`config.mk`:
```
export PLATFORM = sky130hd
export DESIGN_NAME = plcfg_top
export DESIGN_NICKNAME = d
export VERILOG_FILES = /design/src/logic/plcfg_pkg.sv /design/src/logic/plcfg_sync.sv /design/src/logic/plcfg_debounce.sv /design/src/logic/plcfg_top.sv
export SDC_FILE = /design/constraint.sdc
export NUM_CORES = 1
export LEC_CHECK = 0
export ABC_AREA = 1
export BUFFER_PORTS_ARGS = -buffer_cell sky130_fd_sc_hd__clkbuf_2
export CAP_MARGIN = 10
export CORE_UTILIZATION = 36
export DETAILED_ROUTE_END_ITERATION = 6
export PLACE_DENSITY = 0.63
export SYNTH_ARGS = -nofsm -noshare
export SYNTH_HDL_FRONTEND = slang
export SYNTH_SLANG_ARGS = --single-unit
```
`constraint.sdc`:
```
create_clock -name ref_clk -period 2.55 [get_ports ref_clk]
set_input_delay 0.255 -clock ref_clk [delete_from_list [all_inputs] [get_ports ref_clk]]
set_output_delay 0.255 -clock ref_clk [all_outputs]
set_load 0.01 [all_outputs]
```
`src/logic/plcfg_pkg.sv`:
```
package plcfg_pkg;
  // APB register byte addresses
  localparam logic [11:0] ADDR_SRC_DBL = 12'h000;
  localparam logic [11:0] ADDR_LPF = 12'h004;
  localparam logic [11:0] ADDR_POLE3 = 12'h008;
  localparam logic [11:0] ADDR_LOCK = 12'h00C;
  localparam logic [11:0] ADDR_STATUS = 12'h010;
  // Source / doubler fields
  localparam int SRC_SEL_BIT = 1;
  localparam int DBL_EN_BIT = 0;
  localparam logic [7:0] SRC_DBL_RST = 8'h01;
  localparam logic [7:0] SRC_DBL_MASK = 8'h03;
  // Loop filter fields
  localparam int VCO_BYP_BIT = 7;
  localparam int POLE_CAP_LSB = 4;
  localparam int FILT_RES_LSB = 0;
  localparam logic [7:0] LPF_RST = 8'h76;
  localparam logic [7:0] LPF_MASK = 8'hFF;
  // Third pole fields
  localparam int P3_SKIP_BIT = 7;
  localparam int P3_RES_LSB = 4;
  localparam int P3_CAP_LSB = 0;
  localparam logic [7:0] POLE3_RST = 8'h37;
  localparam logic [7:0] POLE3_MASK = 8'hF7;
  // Lock register fields
  localparam int RAW_PIN_BIT = 9;
  localparam int PREC_EN_BIT = 8;
  localparam int TIMER_LSB = 6;
  localparam int STICKY_BIT = 5;
  localparam int CAL_RUN_BIT = 4;
  localparam int LCK_BYP_BIT = 3;
  localparam int LD_RES_LSB = 0;
  localparam logic [15:0] LOCK_RST = 16'h0180;
  localparam logic [15:0] LOCK_MASK = 16'h03FF;
  // Debounce intervals in system clock cycles
  localparam int DEB_CYC1 = 570;
  localparam int DEB_CYC2 = 5700;
  localparam int DEB_CYC3 = 57000;
endpackage

```
`src/logic/plcfg_sync.sv`:
```
module plcfg_sync
  import plcfg_pkg::*;
(
  input wire logic ref_clk,
  input wire logic sys_rst,
  input wire logic asyncIn,
  output logic syncOut
);
  logic s1_q, s2_q, s3_q, out_q;
  logic out_d;

  always_comb begin
    out_d = out_q;
    // Output takes the third stage once the second and third stages agree
    if (s2_q == s3_q) begin
      out_d = s3_q;
    end
  end

  always_ff @(posedge ref_clk) begin
    if (sys_rst) begin
      s1_q <= 1'b0;
      s2_q <= 1'b0;
      s3_q <= 1'b0;
      out_q <= 1'b0;
    end else begin
      s1_q <= asyncIn;
      s2_q <= s1_q;
      s3_q <= s2_q;
      out_q <= out_d;
    end
  end

  assign syncOut = out_q;
endmodule

```
`src/logic/plcfg_debounce.sv`:
```
module plcfg_debounce
  import plcfg_pkg::*;
#(
  parameter int CYC1 = DEB_CYC1,
  parameter int CYC2 = DEB_CYC2,
  parameter int CYC3 = DEB_CYC3
) (
  input wire logic ref_clk,
  input wire logic sys_rst,
  input wire logic rawIn,
  input wire logic [1:0] timerSel,
  output logic stableOut
);
  if (CYC1 < 1 || CYC2 < 1 || CYC3 < 1 || CYC3 >= 65536) begin : g_cycCheck
    $error("plcfg_debounce: interval out of range");
  end

  logic [15:0] cnt_q, cnt_d, target;
  logic out_q, out_d;

  always_comb begin
    unique case (timerSel)
      2'h0: target = 16'h0000;
      2'h1: target = 16'(CYC1);
      2'h2: target = 16'(CYC2);
      2'h3: target = 16'(CYC3);
    endcase
  end

  always_comb begin
    cnt_d = cnt_q;
    out_d = out_q;
    if (!rawIn) begin
      cnt_d = 16'h0000; // RULE16
      out_d = 1'b0;
    end else if (cnt_q >= target) begin
      out_d = 1'b1; // RULE16
    end else begin
      cnt_d = cnt_q + 16'h0001;
    end
  end

  always_ff @(posedge ref_clk) begin
    if (sys_rst) begin
      cnt_q <= 16'h0000;
      out_q <= 1'b0;
    end else begin
      cnt_q <= cnt_d;
      out_q <= out_d;
    end
  end

  assign stableOut = out_q;
endmodule

```
`src/logic/plcfg_top.sv`:
```
// Function
// [RULE1] Source select bit routes the crystal reference when 0, external clock when 1; reset 0.
// [RULE2] Bit 0 of the source/doubler register enables the frequency doubler; reset 1.
// [RULE3] Loop filter bit 7 bypasses the VCO current source filter when 1.
// [RULE4] Loop filter bits 6:4 give the pole capacitor code to the analog filter; reset 7.
// [RULE5] Loop filter bits 3:0 give the filter resistor code to the analog filter; reset 6.
// [RULE6] Software sets the third-pole skip bit only in integer feedback mode.
// [RULE7] Third-pole bits 6:4 give the third-pole resistor code; reset 3.
// [RULE8] Third-pole bits 2:0 give the third-pole capacitor code; reset 7.
// [RULE9] Lock bit 9 sends the undebounced selected lock to the lock status pin.
// [RULE10] Lock bit 8 selects the precision detector; reset 1.
// [RULE11] Lock bits 7:6 pick debounce of none, 570, 5700 or 57000 cycles; reset code 2.
// [RULE12] Lock bit 5 at 1 keeps lock asserted once it has asserted.
// [RULE13] Lock bit 4 at 0 starts detection only after calibration completes.
// [RULE14] Lock bit 3 at 1 disables the detector and forces lock asserted.
// [RULE15] Lock bits 2:0 select the lock-detect RC filter resistor.
// [RULE16] Debounced lock asserts only after raw lock holds the whole interval.
// [RULE17] Reserved bits read zero and ignore writes.
//
// Decided for this implementation: the APB interface to the registers and the address map.
module plcfg_top
  import plcfg_pkg::*;
#(
  parameter int DEB1 = DEB_CYC1,
  parameter int DEB2 = DEB_CYC2,
  parameter int DEB3 = DEB_CYC3
) (
  input wire logic ref_clk,
  input wire logic sys_rst,
  // APB slave
  input wire logic psel,
  input wire logic penable,
  input wire logic pwrite,
  input wire logic [11:0] paddr,
  input wire logic [31:0] pwdata,
  input wire logic [3:0] pstrb,
  output logic [31:0] prdata,
  output logic pready,
  output logic pslverr,
  // Analog side inputs
  input wire logic precLockRaw,
  input wire logic origLockRaw,
  input wire logic calDone,
  // Analog side controls
  output logic refSelExternal,
  output logic doublerEn,
  output logic vcoFilterBypass,
  output logic [2:0] pole_cap_code,
  output logic [3:0] filter_resistor_code,
  output logic third_pole_skip,
  output logic [2:0] third_pole_resistor_code,
  output logic [2:0] third_pole_cap_code,
  output logic precisionSelect,
  output logic [2:0] lockFilterResCode,
  output logic lockPin,
  output logic pllLocked
);
  if (DEB1 < 1 || DEB2 < 1 || DEB3 < 1 || DEB3 >= 65536) begin : g_debCheck
    $error("plcfg_top: debounce count out of range");
  end

  // ----------------------------------------
  // Register file
  // ----------------------------------------
  logic [7:0] srcDbl_q, srcDbl_d;
  logic [7:0] lpf_q, lpf_d;
  logic [7:0] pole3_q, pole3_d;
  logic [15:0] lock_q, lock_d;
  logic [31:0] rdata_q, rdata_d;
  logic rdy_q, rdy_d, err_q, err_d;
  logic wrEn, mapped;
  logic lockedNow;
  logic precS, origS, calDoneS;

  assign wrEn = psel && penable && pwrite && !rdy_q;

  always_comb begin
    unique case (paddr)
      ADDR_SRC_DBL, ADDR_LPF, ADDR_POLE3, ADDR_LOCK, ADDR_STATUS: mapped = 1'b1;
      default: mapped = 1'b0;
    endcase
  end

  always_comb begin
    srcDbl_d = srcDbl_q;
    lpf_d = lpf_q;
    pole3_d = pole3_q;
    lock_d = lock_q;
    if (wrEn && pstrb[0]) begin
      unique case (paddr)
        ADDR_SRC_DBL: srcDbl_d = pwdata[7:0] & SRC_DBL_MASK; // RULE17
        ADDR_LPF: lpf_d = pwdata[7:0] & LPF_MASK;
        ADDR_POLE3: pole3_d = pwdata[7:0] & POLE3_MASK; // RULE17
        ADDR_LOCK: lock_d[7:0] = pwdata[7:0];
        default: ;
      endcase
    end
    if (wrEn && pstrb[1] && paddr == ADDR_LOCK) begin
      lock_d[15:8] = pwdata[15:8] & LOCK_MASK[15:8]; // RULE17
    end
  end

  // One wait state: answer in the cycle after the access phase starts
  always_comb begin
    rdy_d = psel && penable && !rdy_q;
    err_d = psel && penable && !rdy_q && !mapped;
    rdata_d = 32'h0000_0000;
    if (psel && penable && !rdy_q && !pwrite) begin
      unique case (paddr)
        ADDR_SRC_DBL: rdata_d = {24'h000000, srcDbl_q};
        ADDR_LPF: rdata_d = {24'h000000, lpf_q};
        ADDR_POLE3: rdata_d = {24'h000000, pole3_q};
        ADDR_LOCK: rdata_d = {16'h0000, lock_q};
        ADDR_STATUS: rdata_d = {30'h0000_0000, calDoneS, lockedNow};
        default: rdata_d = 32'h0000_0000;
      endcase
    end
  end

  always_ff @(posedge ref_clk) begin
    if (sys_rst) begin
      srcDbl_q <= SRC_DBL_RST; // RULE1 RULE2
      lpf_q <= LPF_RST; // RULE4 RULE5
      pole3_q <= POLE3_RST; // RULE7 RULE8
      lock_q <= LOCK_RST; // RULE10 RULE11
      rdata_q <= 32'h0000_0000;
      rdy_q <= 1'b0;
      err_q <= 1'b0;
    end else begin
      srcDbl_q <= srcDbl_d;
      lpf_q <= lpf_d;
      pole3_q <= pole3_d;
      lock_q <= lock_d;
      rdata_q <= rdata_d;
      rdy_q <= rdy_d;
      err_q <= err_d;
    end
  end

  assign prdata = rdata_q;
  assign pready = rdy_q;
  assign pslverr = err_q;

  // ----------------------------------------
  // Lock detection
  // ----------------------------------------
  logic rawSel, detGate, rawLock, debLock;
  logic sticky_q, sticky_d;
  logic pin_q, pin_d, lkd_q, lkd_d;

  plcfg_sync u_syncPrec (.ref_clk(ref_clk), .sys_rst(sys_rst), .asyncIn(precLockRaw),
    .syncOut(precS));
  plcfg_sync u_syncOrig (.ref_clk(ref_clk), .sys_rst(sys_rst), .asyncIn(origLockRaw),
    .syncOut(origS));
  plcfg_sync u_syncCal (.ref_clk(ref_clk), .sys_rst(sys_rst), .asyncIn(calDone),
    .syncOut(calDoneS));

  always_comb begin
    rawSel = lock_q[PREC_EN_BIT] ? precS : origS; // RULE10
    detGate = lock_q[CAL_RUN_BIT] || calDoneS; // RULE13
    rawLock = rawSel && detGate;
  end

  plcfg_debounce #(.CYC1(DEB1), .CYC2(DEB2), .CYC3(DEB3)) u_deb (
    .ref_clk(ref_clk),
    .sys_rst(sys_rst),
    .rawIn(rawLock),
    .timerSel(lock_q[TIMER_LSB +: 2]), // RULE11
    .stableOut(debLock)
  );

  always_comb begin
    sticky_d = sticky_q;
    // Sticky state is cleared by leaving one-time mode
    if (!lock_q[STICKY_BIT]) begin
      sticky_d = 1'b0;
    end else if (debLock) begin
      sticky_d = 1'b1; // RULE12
    end
    lockedNow = lock_q[LCK_BYP_BIT] || debLock || sticky_q; // RULE14 RULE12
    lkd_d = lockedNow;
    pin_d = lock_q[RAW_PIN_BIT] ? rawSel : lockedNow; // RULE9
  end

  always_ff @(posedge ref_clk) begin
    if (sys_rst) begin
      sticky_q <= 1'b0;
      lkd_q <= 1'b0;
      pin_q <= 1'b0;
    end else begin
      sticky_q <= sticky_d;
      lkd_q <= lkd_d;
      pin_q <= pin_d;
    end
  end

  assign pllLocked = lkd_q;
  assign lockPin = pin_q;

  // ----------------------------------------
  // Analog controls
  // ----------------------------------------
  assign refSelExternal = srcDbl_q[SRC_SEL_BIT]; // RULE1
  assign doublerEn = srcDbl_q[DBL_EN_BIT]; // RULE2
  assign vcoFilterBypass = lpf_q[VCO_BYP_BIT]; // RULE3
  assign pole_cap_code = lpf_q[POLE_CAP_LSB +: 3]; // RULE4
  assign filter_resistor_code = lpf_q[FILT_RES_LSB +: 4]; // RULE5
  // Not interlocked with feedback mode; software must keep it legal
  assign third_pole_skip = pole3_q[P3_SKIP_BIT]; // RULE6
  assign third_pole_resistor_code = pole3_q[P3_RES_LSB +: 3]; // RULE7
  assign third_pole_cap_code = pole3_q[P3_CAP_LSB +: 3]; // RULE8
  assign precisionSelect = lock_q[PREC_EN_BIT]; // RULE10
  assign lockFilterResCode = lock_q[LD_RES_LSB +: 3]; // RULE15

  // ----------------------------------------
  // Checks
  // ----------------------------------------
  // Raw run length; debounce counter can never exceed it
  logic [15:0] runLen_q, runLen_d, debNeed;

  always_comb begin
    runLen_d = 16'h0000;
    if (rawLock) begin
      runLen_d = (runLen_q == 16'hFFFF) ? runLen_q : runLen_q + 16'h0001;
    end
    unique case (lock_q[TIMER_LSB +: 2])
      2'h0: debNeed = 16'h0000;
      2'h1: debNeed = 16'(DEB1);
      2'h2: debNeed = 16'(DEB2);
      2'h3: debNeed = 16'(DEB3);
    endcase
  end

  always_ff @(posedge ref_clk) begin
    if (sys_rst) begin
      runLen_q <= 16'h0000;
    end else begin
      runLen_q <= runLen_d;
    end
  end
endmodule

```
# Word-level counts from Yosys, hierarchy flattened
# Index checks and enable logic that the tools add are counted.
# W data, S select, Z words.
# word_totals
regBits	93
input_bits	56
output_inout_bits	57
elab_cells	71
# classes
add_sub_neg	1
order_cmp	1
n_eq_ne	10
mux	5
bitwise	3
n_reduce_logical	26
# op_table
op	count
$pmux W16 S4	1
$pmux W10 S5	1
$eq A12 B4 Y1 const B	2
$add A16 B1 Y16 const B	1
$ge A16 B16 Y1	1
$eq A12 B3 Y1 const B	1
$eq A12 B5 Y1 const B	1
$logic_not A12 Y1	1
$logic_and A1 B1 Y1	10
$reduce_and A2 Y1	4
$reduce_or A2 Y1	3
$reduce_or A5 Y1	1
$eq A2 B2 Y1 const B	2
$eq A1 B1 Y1	3
$logic_not A1 Y1	3
$logic_or A1 B1 Y1	3
$mux W1	3
$not A1 Y1	3
$eq A2 B1 Y1 const B	1
$logic_not A2 Y1	1

# Longest topological paths before layout
# depth
depth_word	5
ltp_mapped	14
mapped_depth_nobuf	14

# Cells and area by module
# Synthesis repeated with hierarchy kept, for this count alone.
# hier_totals
cells_unflattened	510
hier_area_um2	3793.6
# modules_own_cells
module	n_inst	cells_each	area_each_um2	seq_area_each_um2
plcfg_top	1	263	2135.8	840.8
plcfg_debounce	1	208	1293.7	340.3
plcfg_sync	3	13	121.4	80.1

# Least setup slack after synthesis
# OpenSTA, ideal clock, no wires.
# synth_path
kind	reg2reg
start	register lock_q[7]
end	register u_deb.cnt_q[13]
setup_ns	0.117
arrival_time_ns	1.624
t_required_ns	2.433
path_slack_ns	0.809
path_stages_with_launch	10
path_buffers	1
period_less_slack_ns	1.741
path_cell_list	dfxtp_1 nand2_1 ha_1 a21oi_1 o21ai_0 a21oi_1 buf_2 nand3_1 o21ai_0 nor2_1
# synth_between
elab_chain_len	3
word_cells_on_any_way	6
classes_between	order compare: 1; eq/ne: 3; mux: 1; reduce/logical: 1
# synth_lines
element	line	rtl
from (decl)	plcfg_top.sv:68	logic [15:0] lock_q, lock_d;
from (signal assigned)	plcfg_top.sv:133	lock_q <= lock_d;
$eq A2 B2 Y1, or another cell as far along	plcfg_debounce.sv:22	unique case (timerSel)
$pmux W16 S4 (*)	plcfg_debounce.sv:22	
$ge A16 B16 Y1 (*)	plcfg_debounce.sv:36	end else if (cnt_q >= target) begin
to (signal assigned)	plcfg_debounce.sv:48	cnt_q <= cnt_d;
to (decl)	plcfg_debounce.sv:18	logic [15:0] cnt_q, cnt_d, target;
# Every way passes the cells marked *; elsewhere a longest branch is shown, timed or not. The select of a mux whose other input is x is not followed.
# A chain may end at the register's enable or synchronous reset.

# Final worst setup path
# layout_path
start	register lock_q[7]
end	register u_deb.cnt_q[8]
# The elaborated chain is that of the path after synthesis.

==> metrics.csv <==
metric,value,unit
outcome,finished clean,
route.detailed.drc,0,
grt_pass1_wl,13620,um
die_w,102.3,um
worst_slack,0.4464,ns
hold_start,calDone,
globalplace.congestion,0.8159,
endpoint_kind,flop,
die_h,102.3,um
start_kind,flop,
dr_wl_met3,386,um
r2r_cells,11,
min_to,u_syncCal.s1_q$_SDFF_PP0_,
switching_share,0.2360,
vdd_ir_drop_max,0.0003449,V
row_count,36,
cts_setup_buffers,0,
grt_pass1_vias,3006,
power_density,529.9,mW/mm2
worstHoldPathType,primary input to flop,
core,0.009774,mm2
min_period,2.104,ns
worstSetupPathType,flop to flop,
critical_path_buf_inv_count,0,
antenna_found_initial,0,
drive_above_1_share,0.1847,
wl_per_cell,11.25,um
wl_met2,3761,um
final_common_cell,nand2_1,
critPathSlowestCell,dfxtp_1,
vias,3299,
vias_per_cell,4.563,
area_growth,16.16,%
critPathArrivalTime,2.35,ns
p_sw,0.5264,mW
hold_depth,3,
yosys_warnings,0,
initial_core_util,0.3707,
power_frac_comb,0.039,
fin_crit_sh,0.8249,
nNetsFinal,655,
grt-ovfl-total,0,
cp_max_fo,14,
dr.pass1.iters,4,
fillers,1074,
rrSetupSlack,0.45,ns
hold_viol_final,0,
ant_nets,0,
syn_area,0.003623,mm2
clockRootBuffer,clkbuf_8,
top_layer,met4,
yosysTopAreaCell,dfxtp_1,
cts_hold_buffers,0,
internal_power,1.704,mW
final.setup.tns,0,ns
postCtsResizedCells,0,
grt_usage,0.1668,
final_cell_mix,"nand2_1, nor2_1, dfxtp_1",
fin_hold_ws,0.08335,ns
drt_iter0_drc,109,
leakage,2.037,nW
pre_cts_ws,0.4682,ns
yosys-top-cells-area,"dfxtp_1, nand2_1, nor2_1",
rr_endpoint,u_deb.cnt_q[8]$_SDFFE_PP0N_,
cts_tree,yes,
fmax,0.4754,GHz
clock_latency,0.35,ns
sequentialPowerShare,0.501,
crit_family,simple AND/OR/NAND/NOR gates,
drt-total-wl,8133,um
clk_path_buf_depth,2,
critPathRequiredTime,2.80,ns
grt_max_degree,31,
crit_path_max_incr_delay,0.41,ns
pwr-share-clk,0.460,
reg2reg_from,lock_q[7]$_SDFFE_PP1P_,
setup_viol,0,
timing.critical_path.cells,nand2_1 -> ha_1 -> nand2_1 -> nor2_1 -> nand2_1 -> nor2_1 -> nand2_1 -> nand2_1 -> nand2_1 -> nand2_1 -> nor2_1,
netlist_instances,519,
ys_seq_area_frac,0.3923,
met1Wirelength,3851,um
clock-sinks,71,
cts_buffers,9,
worst_clock_skew,0.009208,ns
synth.top_cell.area_share,0.3923,
utilization,0.4306,
n_antenna_cell,0,
hpwl,6210,um
max_cap_violations,0,
finalMaxSlewViolations,0,
dieArea,0.01047,mm2
synth.avg_cell_area,6.982,um2
crit_top_cell,nand2_1,
port_buffers,66,
cts_htree_levels,3,
synth-seq-cells,71,
io_pins,113,
ys_types,33,
rsz0062_at_grt,no,
cts.reportedPaths.clkPinSlew,0.08,ns
worst register-to-register path, stage by stage (launching register included):
cell,delay [ns]
dfxtp_1,0.41
nand2_1,0.16
ha_1,0.33
nand2_1,0.07
nor2_1,0.22
nand2_1,0.08
nor2_1,0.10
nand2_1,0.28
nand2_1,0.19
nand2_1,0.07
nand2_1,0.05
nor2_1,0.04
logic make-up (layout without fill, tap and decap cells):
family / Yosys count / after routing / share of synthesized area
DFF: 71 / 71 / 0.3923
xor gates and xnor gates: 2 / 2 / 0.004835
other: 1 / 22 / 0.001035
buffers and inverters: 105 / 155 / 0.1381
and+or+nand+nor: 256 / 256 / 0.3094
AOI/OAI and AO/OA: 70 / 70 / 0.1060
adders and majority gates: 14 / 14 / 0.04834
metal layers:
metal | vias to the layer above | track usage
met4 | 0 | 0.04945
met1 | 1475 | 0.2123
met2 | 88 | 0.2741
met5 | - | 0
li1 | 1723 | -
met3 | 13 | 0.04720
worst max-delay path by stage:
stage,startpoint,to,slack [ns],cells past startpoint
after floorplan,lock_q[7]$_SDFFE_PP1P_,u_deb.cnt_q[13]$_SDFFE_PP0N_,0.81,9
after CTS,lock_q[7]$_SDFFE_PP1P_,u_deb.cnt_q[8]$_SDFFE_PP0N_,0.46,11
final,lock_q[7]$_SDFFE_PP1P_,u_deb.cnt_q[8]$_SDFFE_PP0N_,0.45,11
after detailed placement,lock_q[7]$_SDFFE_PP1P_,u_deb.cnt_q[8]$_SDFFE_PP0N_,0.47,11
after global placement,lock_q[6]$_SDFFE_PP0P_,u_deb.cnt_q[8]$_SDFFE_PP0N_,0.51,13
after global routing,lock_q[6]$_SDFFE_PP0P_,u_deb.cnt_q[8]$_SDFFE_PP0N_,0.17,13
per-stage QoR:
step / area [um2] / instances / power (mW)
finish: 4209 / 723 / 2.230
global route: 4209 / 723 / 2.318
global placement: 3984 / 707 / 1.230
floorplan: 3702 / 540 / 1.220
CTS: 4209 / 723 / 2.261
detailed placement: 3984 / 707 / 1.231
power by group through the flow:
stage / clock (mW) / combinational [mW] / sequential (mW)
2_1_floorplan: 0 / 0.0760 / 1.14
3_3_place_gp: 0 / 0.0864 / 1.14
3_5_place_dp: 0 / 0.0874 / 1.14
4_1_cts: 1.06 / 0.0876 / 1.12
5_1_grt: 1.10 / 0.100 / 1.12
6_report: 1.03 / 0.0875 / 1.12
cell type report:
class / count / area, um2 / share of cell area
clock buffers: 9 / 123.9 / 0.02943
flip-flops and latches: 71 / 1421 / 0.3377
well taps: 133 / 166.4 / 0.03954
inverters: 70 / 262.8 / 0.06243
multi-input cells: 364 / 1780 / 0.4230
repair buffers: 69 / 352.8 / 0.08383
clock inverters: 7 / 101.3 / 0.02408
sequential cells by signal (all words and copies together) (netlist names), 2 cells and up:
signal       flops
lock_q          10
lpf_q            8
pole3_q          7
prdata          10
srcDbl_q         2
u_deb.cnt_q     16
cells in the mapped netlist (all sizes together):
| cell type | count |
|---|---|
| o21ai | 24 |
| dfxtp | 71 |
| and2 | 1 |
| o211ai | 11 |
| o22ai | 2 |
| clkbuf | 4 |
| nor3 | 5 |
| nor4 | 1 |
| a211oi | 1 |
| xor2 | 2 |
| and3 | 1 |
| nand3 | 34 |
| nand4 | 4 |
| nand3b | 1 |
| a31oi | 1 |
| ha | 14 |
| conb | 1 |
| a21oi | 31 |
| buf | 31 |
| nand2 | 113 |
| nor2 | 95 |
| inv | 70 |
| or2 | 1 |
Note: power is estimated with default switching activity, not from simulation.
